File: src/logic/ltsc_defines.svh
// register offsets, field positions, reset values and timing counts for the
// lane two conditioning register group; assumes a 200 MHz core clock
`ifndef LTSC_DEFINES_SVH
`define LTSC_DEFINES_SVH

// register offsets
`define LTSC_OFS_IDLE_DETECT   8'h1c
`define LTSC_OFS_RX_BOOST      8'h1d
`define LTSC_OFS_SWING         8'h1e
`define LTSC_OFS_EMPHASIS      8'h1f

// reset values
`define LTSC_RST_IDLE_DETECT   8'h00
`define LTSC_RST_RX_BOOST      8'h2f
`define LTSC_RST_SWING         8'had
`define LTSC_RST_EMPHASIS      8'h02

// idle / detect control fields
`define LTSC_BIT_IDLE_OVR      5
`define LTSC_BIT_IDLE_MUTE     4
`define LTSC_DET_HI            3
`define LTSC_DET_LO            2

// swing control fields
`define LTSC_BIT_SHORT_PROT    7
`define LTSC_BIT_GEN12         6
`define LTSC_SWING_HI          2
`define LTSC_SWING_LO          0

// emphasis / status fields
`define LTSC_BIT_RX_FOUND      7
`define LTSC_RATE_HI           6
`define LTSC_RATE_LO           5
`define LTSC_EMPH_RSV_HI       4
`define LTSC_EMPH_HI           2
`define LTSC_EMPH_LO           0

// detect codes and detected-rate codes
`define LTSC_DET_HIZ           2'h0
`define LTSC_DET_LIMITED       2'h1
`define LTSC_DET_ENDLESS       2'h2
`define LTSC_DET_FIXED50       2'h3
`define LTSC_RATE_GEN3         2'h3

// timing
`define LTSC_CLK_MHZ           200
`define LTSC_PROBE_PERIOD_MS   12
`define LTSC_PROBE_LIMIT_MS    600
`define LTSC_PROBE_PERIOD_CYC  (`LTSC_PROBE_PERIOD_MS * 1000 * `LTSC_CLK_MHZ)
`define LTSC_PROBE_ATTEMPTS    (`LTSC_PROBE_LIMIT_MS / `LTSC_PROBE_PERIOD_MS)

`endif

File: src/logic/ltsc_pkg.sv
// types shared by the lane two conditioning register group
// assumes ltsc_defines.svh for all numeric constants
package ltsc_pkg;

  typedef logic [7:0] ltsc_byte_t;
  typedef logic [1:0] ltsc_det_code_t;
  typedef logic [1:0] ltsc_rate_t;
  typedef logic [2:0] ltsc_level_t;

  typedef enum logic [2:0] {
    LTSC_PR_OFF,
    LTSC_PR_WAIT,
    LTSC_PR_FOUND,
    LTSC_PR_GAVE_UP,
    LTSC_PR_FIXED
  } ltsc_probe_state_e;

endpackage

File: src/logic/ltsc_rx_probe.sv
// far-end receiver detect sequencer for one lane
// assumes probe_hit is already synchronised to clk and settles within one period
`timescale 1ns/1ps
`include "ltsc_defines.svh"

module ltsc_rx_probe
  import ltsc_pkg::*;
#(
  parameter int PERIOD_CYCLES = `LTSC_PROBE_PERIOD_CYC
) (
  // clock and reset
  input  wire logic           clk,
  input  wire logic           rst,
  // control
  input  wire ltsc_det_code_t det_code,
  input  wire logic           probe_hit,
  // results
  output logic                probe_start_q,
  output logic                found_q,
  output logic                term_50_q
);

  localparam logic [31:0] PERIOD_LAST = 32'(PERIOD_CYCLES - 1);
  localparam logic [5:0]  ATTEMPTS    = 6'(`LTSC_PROBE_ATTEMPTS);

  ltsc_probe_state_e state_q;
  ltsc_det_code_t    code_q;
  logic [31:0]       timer_q;
  logic [5:0]        tries_q;
  logic              tick;
  logic              restart;

  assign tick    = (timer_q == PERIOD_LAST);
  // any change of the detect code starts the sequence over
  assign restart = (det_code != code_q);

  always_ff @(posedge clk or posedge rst) begin
    if (rst) begin
      code_q <= `LTSC_DET_HIZ;
    end else begin
      code_q <= det_code;
    end
  end

  always_ff @(posedge clk or posedge rst) begin
    if (rst) begin
      timer_q <= 32'h0;
    end else if (restart || tick) begin
      timer_q <= 32'h0;
    end else begin
      timer_q <= timer_q + 32'h1;
    end
  end

  always_ff @(posedge clk or posedge rst) begin
    if (rst) begin
      state_q       <= LTSC_PR_OFF;
      tries_q       <= 6'h0;
      probe_start_q <= 1'b0;
    end else if (restart) begin
      tries_q       <= 6'h0;
      probe_start_q <= 1'b0;
      case (det_code)
        `LTSC_DET_HIZ:     state_q <= LTSC_PR_OFF;
        `LTSC_DET_FIXED50: state_q <= LTSC_PR_FIXED;
        default:           state_q <= LTSC_PR_WAIT;
      endcase
    end else begin
      probe_start_q <= 1'b0;
      case (state_q)
        LTSC_PR_WAIT: begin
          if (tick) begin
            // the previous attempt's answer is judged before a new one goes out
            if (tries_q != 6'h0 && probe_hit) begin
              state_q <= LTSC_PR_FOUND;
            end else if (code_q == `LTSC_DET_LIMITED && tries_q == ATTEMPTS) begin
              state_q <= LTSC_PR_GAVE_UP;
            end else begin
              probe_start_q <= 1'b1;
              if (tries_q != ATTEMPTS) begin
                tries_q <= tries_q + 6'h1;
              end
            end
          end
        end
        LTSC_PR_OFF, LTSC_PR_FOUND, LTSC_PR_GAVE_UP, LTSC_PR_FIXED: begin
          state_q <= state_q;
        end
        default: state_q <= LTSC_PR_OFF;
      endcase
    end
  end

  always_ff @(posedge clk or posedge rst) begin
    if (rst) begin
      found_q   <= 1'b0;
      term_50_q <= 1'b0;
    end else begin
      found_q   <= (state_q == LTSC_PR_FOUND) && !restart;
      // high impedance until found, then 50 ohm; the fixed code gives 50 ohm at once
      term_50_q <= !restart &&
                   (state_q == LTSC_PR_FOUND || state_q == LTSC_PR_FIXED);
    end
  end

endmodule

File: src/logic/ltsc_lane_regs.sv
// lane two conditioning register group: four byte registers reached through the
// register port of the serial slave engine or the configuration loader
// assumes that port is on clk; pins and analog status arrive asynchronously
`timescale 1ns/1ps
`include "ltsc_defines.svh"

//Contract
// - idle override bit set: mute from force-mute bit, else automatic idle detect.
// - under override, force-mute 1 mutes output, 0 leaves output active.
// - detect code 00 keeps input high impedance; 11 gives fixed 50 ohm.
// - code 01 probes every 12 ms, gives up after fifty attempts.
// - code 10 probes every 12 ms without limit until found.
// - automatic codes keep high impedance until found, then 50 ohm.
// - register detect field takes precedence over the detect configuration pin; until the first idle register write the pin decides.
// - receive boost is an eight-bit level, reset value 0x2f.
// - swing register bit 7 enables output short-circuit protection.
// - generation bit overrides mode pin: 1 first/second gen, 0 third gen; until the first swing register write the mode pins decide.
// - three-bit swing code selects 0.7 V to 1.4 V, default 101.
// - read-only emphasis bit 7 shows a far-end receiver was found.
// - detected-rate field: 00 first, 01 second, 11 third generation.
// - detected rate updates only while the mode pin is automatic.
// - three-bit de-emphasis code, 000 is 0 dB, default 010.
module ltsc_lane_regs
  import ltsc_pkg::*;
#(
  parameter int PROBE_PERIOD_CYCLES = `LTSC_PROBE_PERIOD_CYC
) (
  // clock and reset
  input  wire logic       clk,
  input  wire logic       rst,
  // register port
  input  wire ltsc_byte_t reg_addr,
  input  wire logic       reg_wr,
  input  wire ltsc_byte_t reg_wdata,
  input  wire logic       reg_rd,
  output ltsc_byte_t      reg_rdata,
  // configuration pins
  input  wire logic [1:0] rx_detect_pin,
  input  wire logic       mode_pin_auto,
  input  wire logic       mode_pin_gen12,
  // analog lane status
  input  wire logic       auto_idle_in,
  input  wire logic       probe_hit_in,
  input  wire logic [1:0] gen_rate_detected_in,
  // analog lane controls
  output logic            output_mute,
  output logic            input_term_50,
  output logic            probe_start,
  output ltsc_byte_t      rx_boost_level,
  output ltsc_level_t     output_swing_level,
  output logic            short_prot_en,
  output logic            gen12_sel,
  output ltsc_level_t     tx_emphasis_level
);

  // register select codes
  localparam logic [2:0] SEL_NONE  = 3'h0;
  localparam logic [2:0] SEL_IDLE  = 3'h1;
  localparam logic [2:0] SEL_BOOST = 3'h2;
  localparam logic [2:0] SEL_SWING = 3'h3;
  localparam logic [2:0] SEL_EMPH  = 3'h4;

  // reset images of single fields: swing, protection and emphasis codes for their outputs, reserved and rate bits for storage
  localparam ltsc_level_t RST_SWING_CODE = 3'(`LTSC_RST_SWING);
  localparam logic        RST_SHORT_PROT = 1'(`LTSC_RST_SWING >> `LTSC_BIT_SHORT_PROT);
  localparam ltsc_level_t RST_EMPH_CODE  = 3'(`LTSC_RST_EMPHASIS);
  localparam logic [1:0]  RST_EMPH_RSV   = 2'(`LTSC_RST_EMPHASIS >> (`LTSC_EMPH_RSV_HI - 1));
  localparam ltsc_rate_t  RST_RATE       = 2'(`LTSC_RST_EMPHASIS >> `LTSC_RATE_LO);

  function automatic logic [2:0] reg_sel(input ltsc_byte_t addr);
    case (addr)
      `LTSC_OFS_IDLE_DETECT: reg_sel = SEL_IDLE;
      `LTSC_OFS_RX_BOOST:    reg_sel = SEL_BOOST;
      `LTSC_OFS_SWING:       reg_sel = SEL_SWING;
      `LTSC_OFS_EMPHASIS:    reg_sel = SEL_EMPH;
      default:               reg_sel = SEL_NONE;
    endcase
  endfunction

  // storage
  ltsc_byte_t     idle_q;
  ltsc_byte_t     boost_q;
  ltsc_byte_t     swing_q;
  logic [1:0]     emph_rsv_q;
  ltsc_level_t    emph_q;
  ltsc_rate_t     rate_q;
  logic           det_written_q;
  logic           gen_written_q;
  ltsc_det_code_t det_code_q;

  // synchronised pins and analog status
  logic [7:0]     pin_meta_q;
  logic [7:0]     pin_sync_q;
  logic [1:0]     det_pin_s;
  logic           mode_auto_s;
  logic           mode_gen12_s;
  logic           auto_idle_s;
  logic           probe_hit_s;
  ltsc_rate_t     rate_s;
  logic [7:0]     pin_raw;

  // detect sequencer results
  logic           rx_found;
  logic           term_50;
  logic           probe_pulse;

  logic [2:0]     wr_sel;
  logic [2:0]     rd_sel;

  // a write and a read in one cycle: the read returns the old contents
  assign wr_sel = reg_wr ? reg_sel(reg_addr) : SEL_NONE;
  assign rd_sel = reg_sel(reg_addr);

  assign pin_raw = {rx_detect_pin, mode_pin_auto, mode_pin_gen12,
                    auto_idle_in, probe_hit_in, gen_rate_detected_in};

  // every asynchronous input passes two stages before use
  always_ff @(posedge clk or posedge rst) begin
    if (rst) begin
      pin_meta_q <= 8'h00;
      pin_sync_q <= 8'h00;
    end else begin
      pin_meta_q <= pin_raw;
      pin_sync_q <= pin_meta_q;
    end
  end

  assign det_pin_s    = pin_sync_q[7:6];
  assign mode_auto_s  = pin_sync_q[5];
  assign mode_gen12_s = pin_sync_q[4];
  assign auto_idle_s  = pin_sync_q[3];
  assign probe_hit_s  = pin_sync_q[2];
  assign rate_s       = pin_sync_q[1:0];

  // idle / detect control register, stored whole
  always_ff @(posedge clk or posedge rst) begin
    if (rst) begin
      idle_q <= `LTSC_RST_IDLE_DETECT;
    end else if (wr_sel == SEL_IDLE) begin
      idle_q <= reg_wdata;
    end
  end

  // the pin steers detection only until software first writes the field;
  // the reset value alone would otherwise silence the pin for good
  always_ff @(posedge clk or posedge rst) begin
    if (rst) begin
      det_written_q <= 1'b0;
    end else if (wr_sel == SEL_IDLE) begin
      det_written_q <= 1'b1;
    end
  end

  // the sequencer sees a code change one stage later and starts over
  always_ff @(posedge clk or posedge rst) begin
    if (rst) begin
      det_code_q <= `LTSC_DET_HIZ;
    end else if (det_written_q) begin
      det_code_q <= idle_q[`LTSC_DET_HI:`LTSC_DET_LO];
    end else begin
      det_code_q <= det_pin_s;
    end
  end

  // receive boost level
  always_ff @(posedge clk or posedge rst) begin
    if (rst) begin
      boost_q <= `LTSC_RST_RX_BOOST;
    end else if (wr_sel == SEL_BOOST) begin
      boost_q <= reg_wdata;
    end
  end

  // swing control; reserved bits are kept as written, software keeps them at 101
  always_ff @(posedge clk or posedge rst) begin
    if (rst) begin
      swing_q <= `LTSC_RST_SWING;
    end else if (wr_sel == SEL_SWING) begin
      swing_q <= reg_wdata;
    end
  end

  always_ff @(posedge clk or posedge rst) begin
    if (rst) begin
      gen_written_q <= 1'b0;
    end else if (wr_sel == SEL_SWING) begin
      gen_written_q <= 1'b1;
    end
  end

  // emphasis register: only reserved and emphasis fields take writes
  // bits 7:5 are status and are rebuilt on every read
  always_ff @(posedge clk or posedge rst) begin
    if (rst) begin
      emph_rsv_q <= RST_EMPH_RSV;
      emph_q     <= RST_EMPH_CODE;
    end else if (wr_sel == SEL_EMPH) begin
      emph_rsv_q <= reg_wdata[`LTSC_EMPH_RSV_HI:`LTSC_EMPH_RSV_HI-1];
      emph_q     <= reg_wdata[`LTSC_EMPH_HI:`LTSC_EMPH_LO];
    end
  end

  // detected rate holds its last value while the mode pin is strapped
  // so a strapped part reports a stale rate, by intent
  always_ff @(posedge clk or posedge rst) begin
    if (rst) begin
      rate_q <= RST_RATE;
    end else if (mode_auto_s) begin
      rate_q <= rate_s;
    end
  end

  ltsc_rx_probe #(
    .PERIOD_CYCLES (PROBE_PERIOD_CYCLES)
  ) u_probe (
    .clk           (clk),
    .rst           (rst),
    .det_code      (det_code_q),
    .probe_hit     (probe_hit_s),
    .probe_start_q (probe_pulse),
    .found_q       (rx_found),
    .term_50_q     (term_50)
  );

  // read data, one cycle after the strobe; unmapped offsets read zero
  always_ff @(posedge clk or posedge rst) begin
    if (rst) begin
      reg_rdata <= 8'h00;
    end else if (reg_rd) begin
      case (rd_sel)
        SEL_IDLE:  reg_rdata <= idle_q;
        SEL_BOOST: reg_rdata <= boost_q;
        SEL_SWING: reg_rdata <= swing_q;
        SEL_EMPH:  reg_rdata <= {rx_found, rate_q, emph_rsv_q, emph_q};
        default:   reg_rdata <= 8'h00;
      endcase
    end
  end

  // output mute: override bit selects the force-mute bit over auto detect
  // auto idle reaches output_mute three clocks after its pin: two synchroniser stages and this flop
  always_ff @(posedge clk or posedge rst) begin
    if (rst) begin
      output_mute <= 1'b0;
    end else if (idle_q[`LTSC_BIT_IDLE_OVR]) begin
      output_mute <= idle_q[`LTSC_BIT_IDLE_MUTE];
    end else begin
      output_mute <= auto_idle_s;
    end
  end

  // termination and probe strobe, one stage after the sequencer
  always_ff @(posedge clk or posedge rst) begin
    if (rst) begin
      input_term_50 <= 1'b0;
      probe_start   <= 1'b0;
    end else begin
      input_term_50 <= term_50;
      probe_start   <= probe_pulse;
    end
  end

  // boost leaves through a flop so the lane never sees a partial update
  always_ff @(posedge clk or posedge rst) begin
    if (rst) begin
      rx_boost_level <= `LTSC_RST_RX_BOOST;
    end else begin
      rx_boost_level <= boost_q;
    end
  end

  always_ff @(posedge clk or posedge rst) begin
    if (rst) begin
      output_swing_level <= RST_SWING_CODE;
      short_prot_en      <= RST_SHORT_PROT;
    end else begin
      output_swing_level <= swing_q[`LTSC_SWING_HI:`LTSC_SWING_LO];
      short_prot_en      <= swing_q[`LTSC_BIT_SHORT_PROT];
    end
  end

  // generation: written register bit wins, else strap or auto detected rate
  // a strap change alone never undoes a written generation bit
  always_ff @(posedge clk or posedge rst) begin
    if (rst) begin
      gen12_sel <= 1'b0;
    end else if (gen_written_q) begin
      gen12_sel <= swing_q[`LTSC_BIT_GEN12];
    end else if (mode_auto_s) begin
      gen12_sel <= (rate_q != `LTSC_RATE_GEN3);
    end else begin
      gen12_sel <= mode_gen12_s;
    end
  end

  always_ff @(posedge clk or posedge rst) begin
    if (rst) begin
      tx_emphasis_level <= RST_EMPH_CODE;
    end else begin
      tx_emphasis_level <= emph_q;
    end
  end

endmodule

File: config.mk
export PLATFORM = sky130hd
export DESIGN_NAME = ltsc_lane_regs
export DESIGN_NICKNAME = d
export VERILOG_FILES = /design/src/logic/ltsc_pkg.sv /design/src/logic/ltsc_rx_probe.sv /design/src/logic/ltsc_lane_regs.sv
export VERILOG_INCLUDE_DIRS = /design/src /design/src/logic
export SDC_FILE = /design/constraint.sdc
export NUM_CORES = 1
export LEC_CHECK = 0
export ABC_AREA = 1
export BUFFER_PORTS_ARGS = -buffer_cell sky130_fd_sc_hd__buf_4
export CORE_MARGIN = 5
export CORE_UTILIZATION = 35
export CTS_CLUSTER_SIZE = 40
export DETAILED_ROUTE_END_ITERATION = 8
export PLACE_DENSITY = 0.62
export SLEW_MARGIN = 20
export SYNTH_ARGS = -nofsm -noshare
export SYNTH_HDL_FRONTEND = slang
export SYNTH_SLANG_ARGS = --single-unit
File: constraint.sdc
create_clock -name clk -period 3 [get_ports clk]
set_input_delay 0 -clock clk [delete_from_list [all_inputs] [get_ports clk]]
set_output_delay 0 -clock clk [all_outputs]
set_load 0.1 [all_outputs]
# Yosys cells after proc, flatten, opt, wreduce, memory -nomap -nowiden
# Cells that the tools add are included.
[totals] regBits=124 input_bits=28 elab_cells=98
[classes] n_addsub=2 eq_ne=28 n_mux=25 reduce_logical=16
[ops] op="6-bit 2-to-1 mux" n=6
[ops] op="32-bit by 1-bit adder with 32-bit output (second input constant)" n=1
[ops] op="32-bit by 22-bit equality test with 1-bit output (second input constant)" n=1
[ops] op="8-bit by 5-bit equality test with 1-bit output (second input constant)" n=4
[ops] op="32-bit 2-to-1 mux" n=1
[ops] op="8-bit one-hot mux with 4 select lines" n=1
[ops] op="3-bit by 2-bit equality test with 1-bit output (second input constant)" n=6
[ops] op="3-bit 2-to-1 mux" n=5
[ops] op="3-bit one-hot mux with 2 select lines" n=2
[ops] op="3-bit one-hot mux with 4 select lines" n=1
[ops] op="3-bit by 1-bit equality test with 1-bit output (second input constant)" n=3
[ops] op="3-bit equality test (second input constant)" n=3
[ops] op="1-bit 2-to-1 mux" n=8
[ops] op="6-bit by 1-bit adder with 6-bit output (second input constant)" n=1
[ops] op="6-bit equality test (second input constant)" n=1
[ops] op="2-bit by 1-bit inequality test with 1-bit output (second input constant)" n=3
[ops] op="6-bit inequality test (second input constant)" n=1
[ops] op="2-bit nonzero test" n=3
[ops] op="6-bit nonzero test" n=1
[ops] op="5-bit AND reduction" n=1
[ops] op="1-bit logical AND" n=4
[ops] op="4-bit by 1-bit inequality test with 1-bit output (second input constant)" n=1
[ops] op="4-bit OR reduction" n=1
[ops] op="3-bit logical NOT" n=1
[ops] op="other kinds (10)" n=11

# Longest topological paths before layout
# Gate-level depths: netlist of the first run.
[depth] ltp_word=7 depth_mapped=11 mapped_depth_nobuf=11

# Hierarchy
# From an unflattened synthesis of the first run, not the netlist that was laid out.
[hier_totals] cells_unflattened=673 area_unflattened_um2=5854.4
[by_module_without_submodules] mod="ltsc_lane_regs" n_inst=1 cells_per_inst=265 area_each_um2=3024.2 seq_area_each_um2=1976.9
[by_module_without_submodules] mod="ltsc_rx_probe" n_inst=1 cells_per_inst=408 area_each_um2=2830.2 seq_area_each_um2=1151.1

# Worst setup path before layout of the first run
# Ideal clock, no wire load.
[synth_timing] path_kind="flip-flop to flip-flop" startpoint="register u_probe.tries_q[0]" endpoint="register u_probe.tries_q[3]" setup_ns=0.071 arrival_ns=1.498 required_ns=2.929 setup_slack_ns=1.430 stages_incl_launch_ff=12 path_buffers=1 synth_period_minus_slack_ns=1.570 cell_sequence="dfrtp_1 inv_1 ha_1 nand3_1 nand2_1 nand2_1 nor2_1 clkbuf_1 nand3_1 nand2_1 inv_1 nor2_1"
[synth_between] elab_chain_cells=7 elab_cells_between_ends=16 cone_classes="add/sub: 1; eq/ne: 4; mux: 6; reduce/logical: 5"
[synth_lines] item="start, declared" line="ltsc_rx_probe.sv:29" source="logic [5:0] tries_q;"
[synth_lines] item="start signal, assigned" line="ltsc_rx_probe.sv:81" source="tries_q <= tries_q + 6'h1;"
[synth_lines] item="6-bit by 1-bit adder with 6-bit output" line="ltsc_rx_probe.sv:81"
[synth_lines] item="6-bit 2-to-1 mux" line="ltsc_rx_probe.sv:80" source="if (tries_q != ATTEMPTS) begin"
[synth_lines] item="6-bit 2-to-1 mux" line="ltsc_rx_probe.sv:76" source="end else if (code_q == `LTSC_DET_LIMITED && tries_q == ATTEMPTS) begin"
[synth_lines] item="6-bit 2-to-1 mux" line="ltsc_rx_probe.sv:74" source="if (tries_q != 6'h0 && probe_hit) begin"
[synth_lines] item="6-bit 2-to-1 mux" line="ltsc_rx_probe.sv:72" source="if (tick) begin"
[synth_lines] item="6-bit 2-to-1 mux" line="ltsc_rx_probe.sv:70" source="case (state_q)"
[synth_lines] item="6-bit 2-to-1 mux" line="ltsc_rx_probe.sv:60" source="end else if (restart) begin"
# Several ways; a longest one is shown, not always the timed one. The select of a mux whose other input is x is not followed.
# A chain may end at the register's enable or synchronous reset.

# Worst setup path in the final report of the first run
[layout_timing] startpoint="register det_code_q[0]" endpoint="register u_probe.timer_q[12]"
[layout_between] elab_chain_cells=3
[layout_lines] item="start, declared" line="ltsc_lane_regs.sv:89" source="ltsc_det_code_t det_code_q;"
[layout_lines] item="start signal, assigned" line="ltsc_lane_regs.sv:157" source="det_code_q <= `LTSC_DET_HIZ;"
[layout_lines] item="start signal, assigned" line="ltsc_lane_regs.sv:159" source="det_code_q <= idle_q[`LTSC_DET_HI:`LTSC_DET_LO];"
[layout_lines] item="start signal, assigned" line="ltsc_lane_regs.sv:161" source="det_code_q <= det_pin_s;"
[layout_lines] item="2-bit inequality test" line="ltsc_rx_probe.sv:35" source="assign restart = (det_code != code_q);"
[layout_lines] item="1-bit logical OR" line="ltsc_rx_probe.sv:48" source="end else if (restart || tick) begin"
[layout_lines] item="32-bit 2-to-1 mux" line="ltsc_rx_probe.sv:48"
[layout_lines] item="end signal, assigned" line="ltsc_rx_probe.sv:51" source="timer_q <= timer_q + 32'h1;"
[layout_lines] item="end, declared" line="ltsc_rx_probe.sv:28" source="logic [31:0] timer_q;"
# Every way passes these cells.

==> results of run 1 <==
[cell type report]
cell class	instances	area share [%]
clock inverters	6	1.93
multi-input cells	448	30.5
flip-flops and latches	124	44.3
inverters	67	3.61
repair buffers	76	8.93
clock buffers	26	6.93
well taps	216	3.83
[path summary, 6_finish.rpt]
kind / startpoint / endpoint / slack [ps] / depth (start not counted)
setup / recovery: det_code_q[0] / u_probe.timer_q[12] / 850 / 8
hold / removal: reg_addr[7] / reg_rdata[0] / 90 / 6
setup reg to reg: det_code_q[0] / u_probe.timer_q[12] / 850 / 8
hold reg to reg: pin_meta_q[2] / pin_sync_q[2] / 340 / 0
max in group asynchronous: rst / u_probe.found_q / 2160 / 4
min in group asynchronous: rst / u_probe.timer_q[12] / 290 / 4
[power by group through the flow]
stage	clock, mW	combinational [mW]	sequential [mW]
floorplan	0	0.248	2.02
global placement	0	0.521	1.89
detailed placement	0	0.526	1.89
CTS	2.23	0.549	1.86
global route	2.30	0.600	1.87
finish	2.17	0.544	1.86
[sequential cells by signal, summed over array words and instances, names as in the netlist, 3 cells and up]
register,cells
pin_sync_q,8
boost_q,8
idle_q,8
emph_q,3
tx_emphasis_level,3
swing_q,8
u_probe.timer_q,32
u_probe.state_q,3
pin_meta_q,8
output_swing_level,3
u_probe.tries_q,6
reg_rdata,8
rx_boost_level,8
[per-layer routing]
layer	GRT usage, %	vias to the layer above	share of wire (%)
met5	0	-	0
met4	4.70	0	1.6
met3	4.77	20	5.9
met2	23.3	124	46
met1	19.5	2060	46
li1	-	2280	-
[layout by cell type (no fill, tap or decap), types with 2 or more instances in the layout]
cell / netlist / final
nand2_1: 160 / 160
dfrtp_1: 104 / 104
nor2_1: 102 / 102
inv_1: 65 / 64
nand3_1: 59 / 59
buf_4: 0 / 56
nand4_1: 28 / 28
dfstp_2: 20 / 20
dlygate4sd3_1: 0 / 19
nor3_1: 18 / 18
clkbuf_16: 0 / 17
o21ai_1: 16 / 16
a21oi_1: 14 / 14
o21ai_0: 13 / 13
clkbuf_1: 7 / 6
xor2_1: 5 / 5
ha_1: 5 / 5
xnor2_1: 4 / 4
bufinv_16: 0 / 4
nor3_4: 3 / 3
nand2_4: 3 / 3
clkbuf_8: 0 / 3
inv_2: 2 / 2
nand2_2: 2 / 2
nor3_2: 2 / 2
nand3_4: 2 / 2
nor2_2: 2 / 2
a21oi_2: 2 / 2
nor4_1: 2 / 2
clkinvlp_4: 0 / 2
[through the flow]
| step | instance area [um^2] | cells | setup slack (ps) | hold slack [ps] |
|---|---|---|---|---|
| floorplan | 5600 | 650 | 1430 | 31.4 |
| global placement | 6250 | 912 | 948 | 109 |
| detailed placement | 6250 | 912 | 804 | 110 |
| CTS | 7060 | 963 | 794 | 73.4 |
| global route | 7060 | 963 | 504 | 133 |
| finish | 7060 | 963 | 853 | 89.7 |
[tightest hold or removal path: cells and delay by family]
family / cells / cell delay, ps
AND/OR/NAND/NOR: 5 / 370
buffers and inverters: 1 / 90
[logic make-up (layout without fill, tap and decap cells)]
family	Yosys count	after routing	share of synthesized area, %
adder cells (fa/ha/maj)	5	5	1.12
AO/OA/AOI/OAI	48	48	4.54
flip-flops	124	124	55.9
multiplexers	1	1	0.201
XOR/XNOR	9	9	1.41
AND/OR/NAND/NOR	385	385	31.2
buffers and inverters	78	175	5.61
==> impl_metrics.toml, run 1 <==
[status]
status = "complete, no violations"

[floorplan]
coreArea_mm2 = 0.0158
die_area_mm2 = 0.0186
die-width_um = 136
num_rows = 46
dieHeight_um = 136
start_util_pct = 35.5
top_level_ports = 55

[clocking]
cts_root_buf = "clkbuf_16"
cts_tree = "done"
cts_htree_levels = 4
cts_hold_buf = 19
postCtsSetupRepairBufs = 0
cts.repair.resized = 0
clockBufferDepth = 2
insertion_delay_ps = 420
clkSinkCount = 124
numCtsBuffers = 17
clk_pin_slew_ps = 50

[logic_synthesis]
yosys.area.top_type_share_pct = 46.5
syn_area_per_cell_um2 = 8.61
ys.flop_type = "dfrtp_1"
async_flop_share_pct = 100
synth_area_leader_cell = "dfrtp_1"
yosysMostFrequentCell = "nand2_1"
synth_fp_nets = 683
synth_area_leaders = "dfrtp_1 (47%), nand2_1 (11%), dfstp_2 (9.4%)"
yosys_warnings = 0
synth_edf_count = 0
ys_types = 33
ys_ff_latch = 124
synth_cells = 650
synthesis.area_mm2 = 0.00559
synth_common_cells = "nand2_1 (160), dfrtp_1 (104), nor2_1 (102), inv_1 (65), nand3_1 (59)"
synth_seq_area_share_pct = 55.9

[placement]
portBuffers = 54
place.gp.congestion = 0.826
dpl.hpwl_um = 8440

[routing]
routed_wl_um = 12700
drtIter0Drc = 325
vias = 4484
drc = 0
drtAntennaViolNets = 0
wire_per_inst_um = 13.2
avgViaCountPerCell = 4.66
first_pass_iters = 5

[critical_path]
crit_top_cell = "inv_1"
cp-start-kind = "flop"
cp.required_ps = 3350
slowest_delay_ps = 420
path_max_fanout = 14
endpoint_kind = "flop"
crit_chain = "inv_1, nand2_1, nand4_1, inv_1, nand2_1, inv_1, o21ai_0, nor2_1"
worstSetupPathType = "reg -> reg"
crit_buf_inv = 3
cp.arrival_ps = 2500
slowest_stage = "inv_1"
crit_family = "buffers and inverters"

[power_and_ir_drop]
power_mw = 4.58
p_int_mw = 3.40
comb_power_share_pct = 11.9
leakage_nw = 3.31
p_sw_share_pct = 25.7
p_clk_share_pct = 47.5
switching_power_mw = 1.18
peakVddDrop_mv = 0.473
cellPowerDensity_mw_per_mm2 = 648
p_seq_share_pct = 40.6

[sta]
slew_violations = 0
setup_viol = 0
final.period_utilization_pct = 71.6
fmax_mhz = 466
hold_violations = 0
timing.slew.headroom_pct = 52.4
rsz0062_at_grt = "false"
tns_ps = 0
finClkSkew_ps = 9.96
tightestPinTransition_ps = 710
fin_crit_ps = 2150

[grt]
grt_max_degree = 125
grt_pass1_vias = 4442
grt_pass1_wl_um = 21700
antenna_found_initial = 0
gr-total-overflow = 0
grtUsageTotal_pct = 14.8

[finish]
final_core_util_pct = 44.8
drive_gt1_share_pct = 16.6
regArea_mm2 = 0.00313
n_fill_cell = 1554
final_nets = 767
antenna_cells = 0
multi_input_area_mm2 = 0.00215
synthToLayoutAreaGrowth_pct = 26.2

[worst_hold_path]
hold_class = "in -> reg"

[job]
drv_cap = 0
(Power assumes the default switching activity.)
==> run 2, diff against run 1 <==
--- a/config.mk
+++ b/config.mk
@@ -6,13 +6,13 @@
 export SDC_FILE = /design/constraint.sdc
 export NUM_CORES = 1
 export LEC_CHECK = 0
-export ABC_AREA = 1
+export ABC_AREA = 0
 export BUFFER_PORTS_ARGS = -buffer_cell sky130_fd_sc_hd__buf_4
 export CORE_MARGIN = 5
 export CORE_UTILIZATION = 35
 export CTS_CLUSTER_SIZE = 40
 export DETAILED_ROUTE_END_ITERATION = 8
-export PLACE_DENSITY = 0.62
+export PLACE_DENSITY = 0.6
 export SLEW_MARGIN = 20
 export SYNTH_ARGS = -nofsm -noshare
 export SYNTH_HDL_FRONTEND = slang
==> constraint.sdc (replaced) <==
create_clock -name clk -period 2.23 [get_ports clk]
set_input_delay 0 -clock clk [delete_from_list [all_inputs] [get_ports clk]]
set_output_delay 0 -clock clk [all_outputs]
set_load 0.1 [all_outputs]
==> run 2 against run 1 <==
Via count is 21% lower. Count of clock-buffer cells in the layout is 8 lower. Total power is 27% higher. Clock power is 34% higher. Maximum frequency is 1.0% lower. Synthesized area is 8.1% lower. Wire length is 15% lower. Largest cell class unchanged. Worst hold slack better by 51 ps. Global-route usage is 1.9 points lower. Combinational power is 10% lower. Core utilization is 2.3 points higher. First-iteration DRC count is 42% lower. Critical endpoint is now u_probe.tries_q[5].
==> impl_metrics.toml, run 2 <==
[status]
status = "complete, no violations"

[clocking]
clk_pin_slew_ps = 60
insertion_delay_ps = 410
cts_tree = "done"
cts_htree_levels = 4
clkSinkCount = 124
clockBufferDepth = 2
cts_root_buf = "clkbuf_16"
numCtsBuffers = 17

[sta]
fmax_mhz = 461
timing.slew.headroom_pct = 54.6
final.period_utilization_pct = 97.3
layout_setup_ws_ps = 60.7
fin_crit_ps = 2170
hold_violations = 0
slew_violations = 0
rsz0062_at_grt = "false"
tns_ps = 0
tightestPinTransition_ps = 680
finClkSkew_ps = 9.26
hold_ws_ps = 140
setup_viol = 0

[placement]
dpl.hpwl_um = 7100
place.gp.congestion = 0.840
post_dp_cell_area_mm2 = 0.00593
post-place-ws_ps = 30.8
portBuffers = 54

[floorplan]
start_util_pct = 35.5
num_rows = 44
die_area_mm2 = 0.0172
dieHeight_um = 131
die-width_um = 131
top_level_ports = 55
coreArea_mm2 = 0.0145

[logic_synthesis]
ys_ff_latch = 124
synth_area_leaders = "dfrtp_1 (51%), dfstp_2 (10%), mux2_2 (7.4%)"
synth_fp_nets = 447
yosys_warnings = 0
synth_common_cells = "dfrtp_1 (104), nor2_1 (36), mux2_2 (34), nand2_1 (24)"
async_flop_share_pct = 100
synth_seq_area_share_pct = 60.8
synth_area_leader_cell = "dfrtp_1"
syn_area_per_cell_um2 = 12.4
synth_cells = 414
synthesis.area_mm2 = 0.00514
yosysMostFrequentCell = "dfrtp_1"
ys.flop_type = "dfrtp_1"
ys_types = 40
synth_edf_count = 0
yosys.area.top_type_share_pct = 50.6

[critical_path]
cp.required_ps = 2550
worstSetupPathType = "reg -> reg"
endpoint_kind = "flop"
cp.arrival_ps = 2490
crit_chain = "ha_4, nand2_1, or4_1, or3_4, or4_4, a21oi_2"
crit_family = "simple AND/OR/NAND/NOR gates"
slowest_delay_ps = 520
crit_buf_inv = 0
cp-start-kind = "flop"
path_max_fanout = 3
slowest_stage = "or4_4"

[grt]
grt_pass1_wl_um = 18300
antenna_found_initial = 0
grt_pass1_vias = 3672
grtUsageTotal_pct = 12.9
grt_max_degree = 125
gr-total-overflow = 0

[worst_hold_path]
hold_class = "in -> reg"

[finish]
drive_gt1_share_pct = 35.7
antenna_cells = 0
top_register = "u_probe.timer_q"
largest_register_ffs = 32
fin_area_mm2 = 0.00681
synthToLayoutAreaGrowth_pct = 32.5
final_nets = 550
n_fill_cell = 1288
final_common_cell = "dfrtp_1"
mostFrequentLayoutCells = "dfrtp_1 (104), buf_4 (76), nor2_1 (36), mux2_2 (34), nand2_1 (24)"

[routing]
drtAntennaViolNets = 0
vias = 3547
wire_per_inst_um = 15.0
drtIter0Drc = 188
drc = 0
first_pass_iters = 4
avgViaCountPerCell = 4.97
routed_wl_um = 10700

[power_and_ir_drop]
leakage_nw = 2.96
power_mw = 5.81
cellPowerDensity_mw_per_mm2 = 852
peakVddDrop_mv = 0.498

[job]
drv_cap = 0
[run 2: cell type report]
cell class                      count  area [um^2]  share of cell area [%]
Clock buffer                       18          439                    6.45
Clock inverter                     13          190                    2.79
Inverter                           15         60.1                   0.882
Multi-Input combinational cell    262         1960                    28.8
Sequential cell                   124         3130                    45.9
Tap cell                          184          230                    3.38
Timing Repair Buffer               97          802                    11.8
[run 2: where the power goes]
| part | leakage (nW) | internal, mW | switching [mW] | total (mW) |
|---|---|---|---|---|
| combinational | 1.06 | 0.182 | 0.304 | 0.487 |
| sequential | 1.60 | 2.35 | 0.0587 | 2.41 |
| clock | 0.307 | 1.90 | 1.01 | 2.91 |
[run 2: worst paths after layout]
kind                               startpoint                  end  slack (ps)  cells past startpoint
setup / recovery           u_probe.timer_q[0]   u_probe.tries_q[5]          60                      6
max in group asynchronous                 rst    u_probe.code_q[0]        1390                      4
setup reg to reg           u_probe.timer_q[0]   u_probe.tries_q[5]          60                      6
hold / removal                    reg_addr[1]            idle_q[7]         140                      3
hold reg to reg                 pin_meta_q[0]        pin_sync_q[0]         340                      0
min in group asynchronous                 rst  u_probe.timer_q[19]         300                      4
[run 2: timing repair]
item,4_1_cts,5_1_grt
pin swaps,0,2
resized for setup,2,8
buffers inserted,1,2
endpoints found under the setup margin,1,6
hold buffers,18,0
hold endpoints to repair,149,0
[run 2: cells by family (layout without fill, tap and decap cells)]
| group | after synthesis | count (layout) | synth area share [%] |
|---|---|---|---|
| buf+inv | 28 | 143 | 2.14 |
| fa+ha+maj | 5 | 5 | 1.22 |
| compound gates | 30 | 30 | 3.36 |
| flops | 124 | 124 | 60.8 |
| mux | 44 | 44 | 11.3 |
| simple gates | 151 | 151 | 15.7 |
| xor+xnor | 32 | 32 | 5.45 |
[run 2: layer usage]
metal  GRT usage (%)  vias up  wire, um
met5               0        -         0
met4            4.85        0       148
met3            3.59       15       370
met2            20.5       58      5390
met1            16.7     1798      4820
li1                -     1676         -
[run 2: worst reg2reg max path, stage by stage, from the launching register on]
cell     delay [ps]
dfrtp_1         390
ha_4            160
nand2_1          60
or4_1           460
or3_4           350
or4_4           520
a21oi_2         150
[run 2: per-stage QoR]
step | util [%] | cells
6_report | 47.1 | 713
5_1_grt | 47.1 | 713
4_1_cts | 46.7 | 711
3_5_place_dp | 41.0 | 661
3_3_place_gp | 41.0 | 661
2_1_floorplan | - | 414
==> run 3, diff against run 2 <==
--- a/config.mk
+++ b/config.mk
@@ -9,10 +9,10 @@
 export ABC_AREA = 0
 export BUFFER_PORTS_ARGS = -buffer_cell sky130_fd_sc_hd__buf_4
 export CORE_MARGIN = 5
-export CORE_UTILIZATION = 35
+export CORE_UTILIZATION = 55
 export CTS_CLUSTER_SIZE = 40
 export DETAILED_ROUTE_END_ITERATION = 8
-export PLACE_DENSITY = 0.6
+export PLACE_DENSITY = 0.83
 export SLEW_MARGIN = 20
 export SYNTH_ARGS = -nofsm -noshare
 export SYNTH_HDL_FRONTEND = slang
==> run 3 against run 2 <==
Via count rose by 4.6%. Die area fell by 34%. Core utilization rose by 25 points. Worst hold slack got worse by 91 ps. Count of clock-buffer cells in the layout rose by 2. Total power fell by 6.2%. Wire length rose by 9.6%.
==> impl_metrics.toml, run 3 (synthesis results as in run 2) <==
[power_and_ir_drop]
cellPowerDensity_mw_per_mm2 = 825
leakage_nw = 2.89
peakVddDrop_mv = 0.615

[finish]
final_core_util_pct = 71.8
final_common_cell = "dfrtp_1"
final_nets = 545
synthToLayoutAreaGrowth_pct = 28.4
mostFrequentLayoutCells = "dfrtp_1 (103), buf_4 (72), nor2_1 (36), mux2_2 (34), nand2_1 (24)"
largest_register_ffs = 32
n_fill_cell = 586
fin_area_mm2 = 0.00660
top_register = "u_probe.timer_q"
antenna_cells = 0
drive_gt1_share_pct = 35.0

[routing]
first_pass_iters = 4
drtAntennaViolNets = 0
avgViaCountPerCell = 5.83
vias = 3711
wire_per_inst_um = 18.5
drc = 0
routed_wl_um = 11800
drtIter0Drc = 216

[grt]
grt_max_degree = 125
grtUsageTotal_pct = 21.5
gr-total-overflow = 0
grt_pass1_vias = 3967
grt_pass1_wl_um = 19100
antenna_found_initial = 0

[clocking]
cts_htree_levels = 4
cts_tree = "done"
insertion_delay_ps = 510
clkSinkCount = 124
clockBufferDepth = 2
numCtsBuffers = 17
clk_pin_slew_ps = 60
cts_root_buf = "clkbuf_8"

[sta]
timing.slew.headroom_pct = 59.0
tns_ps = 0
final.period_utilization_pct = 98.4
hold_violations = 0
setup_viol = 0
fin_crit_ps = 2190
finClkSkew_ps = 8.86
fmax_mhz = 456
slew_violations = 0
tightestPinTransition_ps = 614

[placement]
post_dp_cell_area_mm2 = 0.00580
place.gp.congestion = 0.885
portBuffers = 54
dpl.hpwl_um = 6980

[job]
drv_cap = 0

[worst_hold_path]
hold_path_end = "idle_q[0]"
hp-start = "reg_wr"
hold_class = "in -> reg"
hold_depth = 4

[floorplan]
start_util_pct = 55.9
die-width_um = 107
coreArea_mm2 = 0.00920
top_level_ports = 55
die_area_mm2 = 0.0114
dieHeight_um = 107
num_rows = 35

[critical_path]
reg2reg_from = "u_probe.timer_q[4]"
worstRegToRegCells = 6
reg2reg_to = "u_probe.tries_q[3]"
cp.arrival_ps = 2620
path_max_fanout = 8
cp-start-kind = "flop"
cp.required_ps = 2650
r2r_slack_ps = 40
worstSetupPathType = "reg -> reg"
endpoint_kind = "flop"

[status]
status = "complete, no violations"
## run 3: where the power goes
group | internal [mW] | switching, mW | total (mW)
Clock | 1.48 | 1.05 | 2.54
Sequential | 2.35 | 0.0650 | 2.41
Combinational | 0.183 | 0.315 | 0.498
## run 3: worst max path at each step
stage / from / end / cells after the start
final: u_probe.timer_q[4] / u_probe.tries_q[3] / 6
after global routing: u_probe.timer_q[0] / u_probe.tries_q[5] / 6
after CTS: u_probe.timer_q[1] / u_probe.tries_q[3] / 7
after detailed placement: u_probe.timer_q[0] / u_probe.tries_q[3] / 7
after global placement: u_probe.timer_q[0] / u_probe.tries_q[5] / 6
after floorplan: u_probe.timer_q[0] / u_probe.tries_q[4] / 7
## run 3: critical path: stages (launching register included)
cell and delay, ps:
dfrtp_1 450, nand2_1 100, or4_1 520, or3_4 360
buf_4 170, or3_1 360, a21oi_1 140
## run 3: stage by stage
| step | cells | power (mW) | hold slack (ps) | setup WS, ps |
|---|---|---|---|---|
| after global placement | 583 | 2.88 | 110 | 98.1 |
| after CTS | 635 | 5.47 | 40.6 | 11.1 |
| after detailed placement | 583 | 2.90 | 111 | 14.8 |
| after floorplan | 414 | 2.75 | 31.4 | 14.7 |
| after global routing | 636 | 5.64 | 65.3 | -0.0233 |
| final | 636 | 5.45 | 49.9 | 35.6 |
## run 3: repair_timing
action / CTS / global route
pin swaps: 1 / 1
gates cloned: 0 / 0
hold buffers: 18 / 0
hold endpoints to repair: 149 / 0
buffers inserted: 2 / 1
gates resized for setup: 0 / 8
setup endpoints to repair: 2 / 6
## run 3: per-layer routing
layer  vias up  share of wire (%)  GRT usage (%)
met5         -                  0              0
met4         0                3.8           9.32
met3        35                4.4           4.82
met2       126                 53           37.7
met1      1880                 38           25.5
li1       1670                  -              -
## run 3: layout make-up
cell class / instances / area [um^2] / area share [%]
clock buffer: 20 / 455 / 6.90
clock inverter: 12 / 105 / 1.59
inverter: 15 / 60.1 / 0.909
multi-input combinational: 262 / 1950 / 29.6
sequential: 124 / 3130 / 47.4
tap: 111 / 139 / 2.10
timing repair buffer: 92 / 761 / 11.5
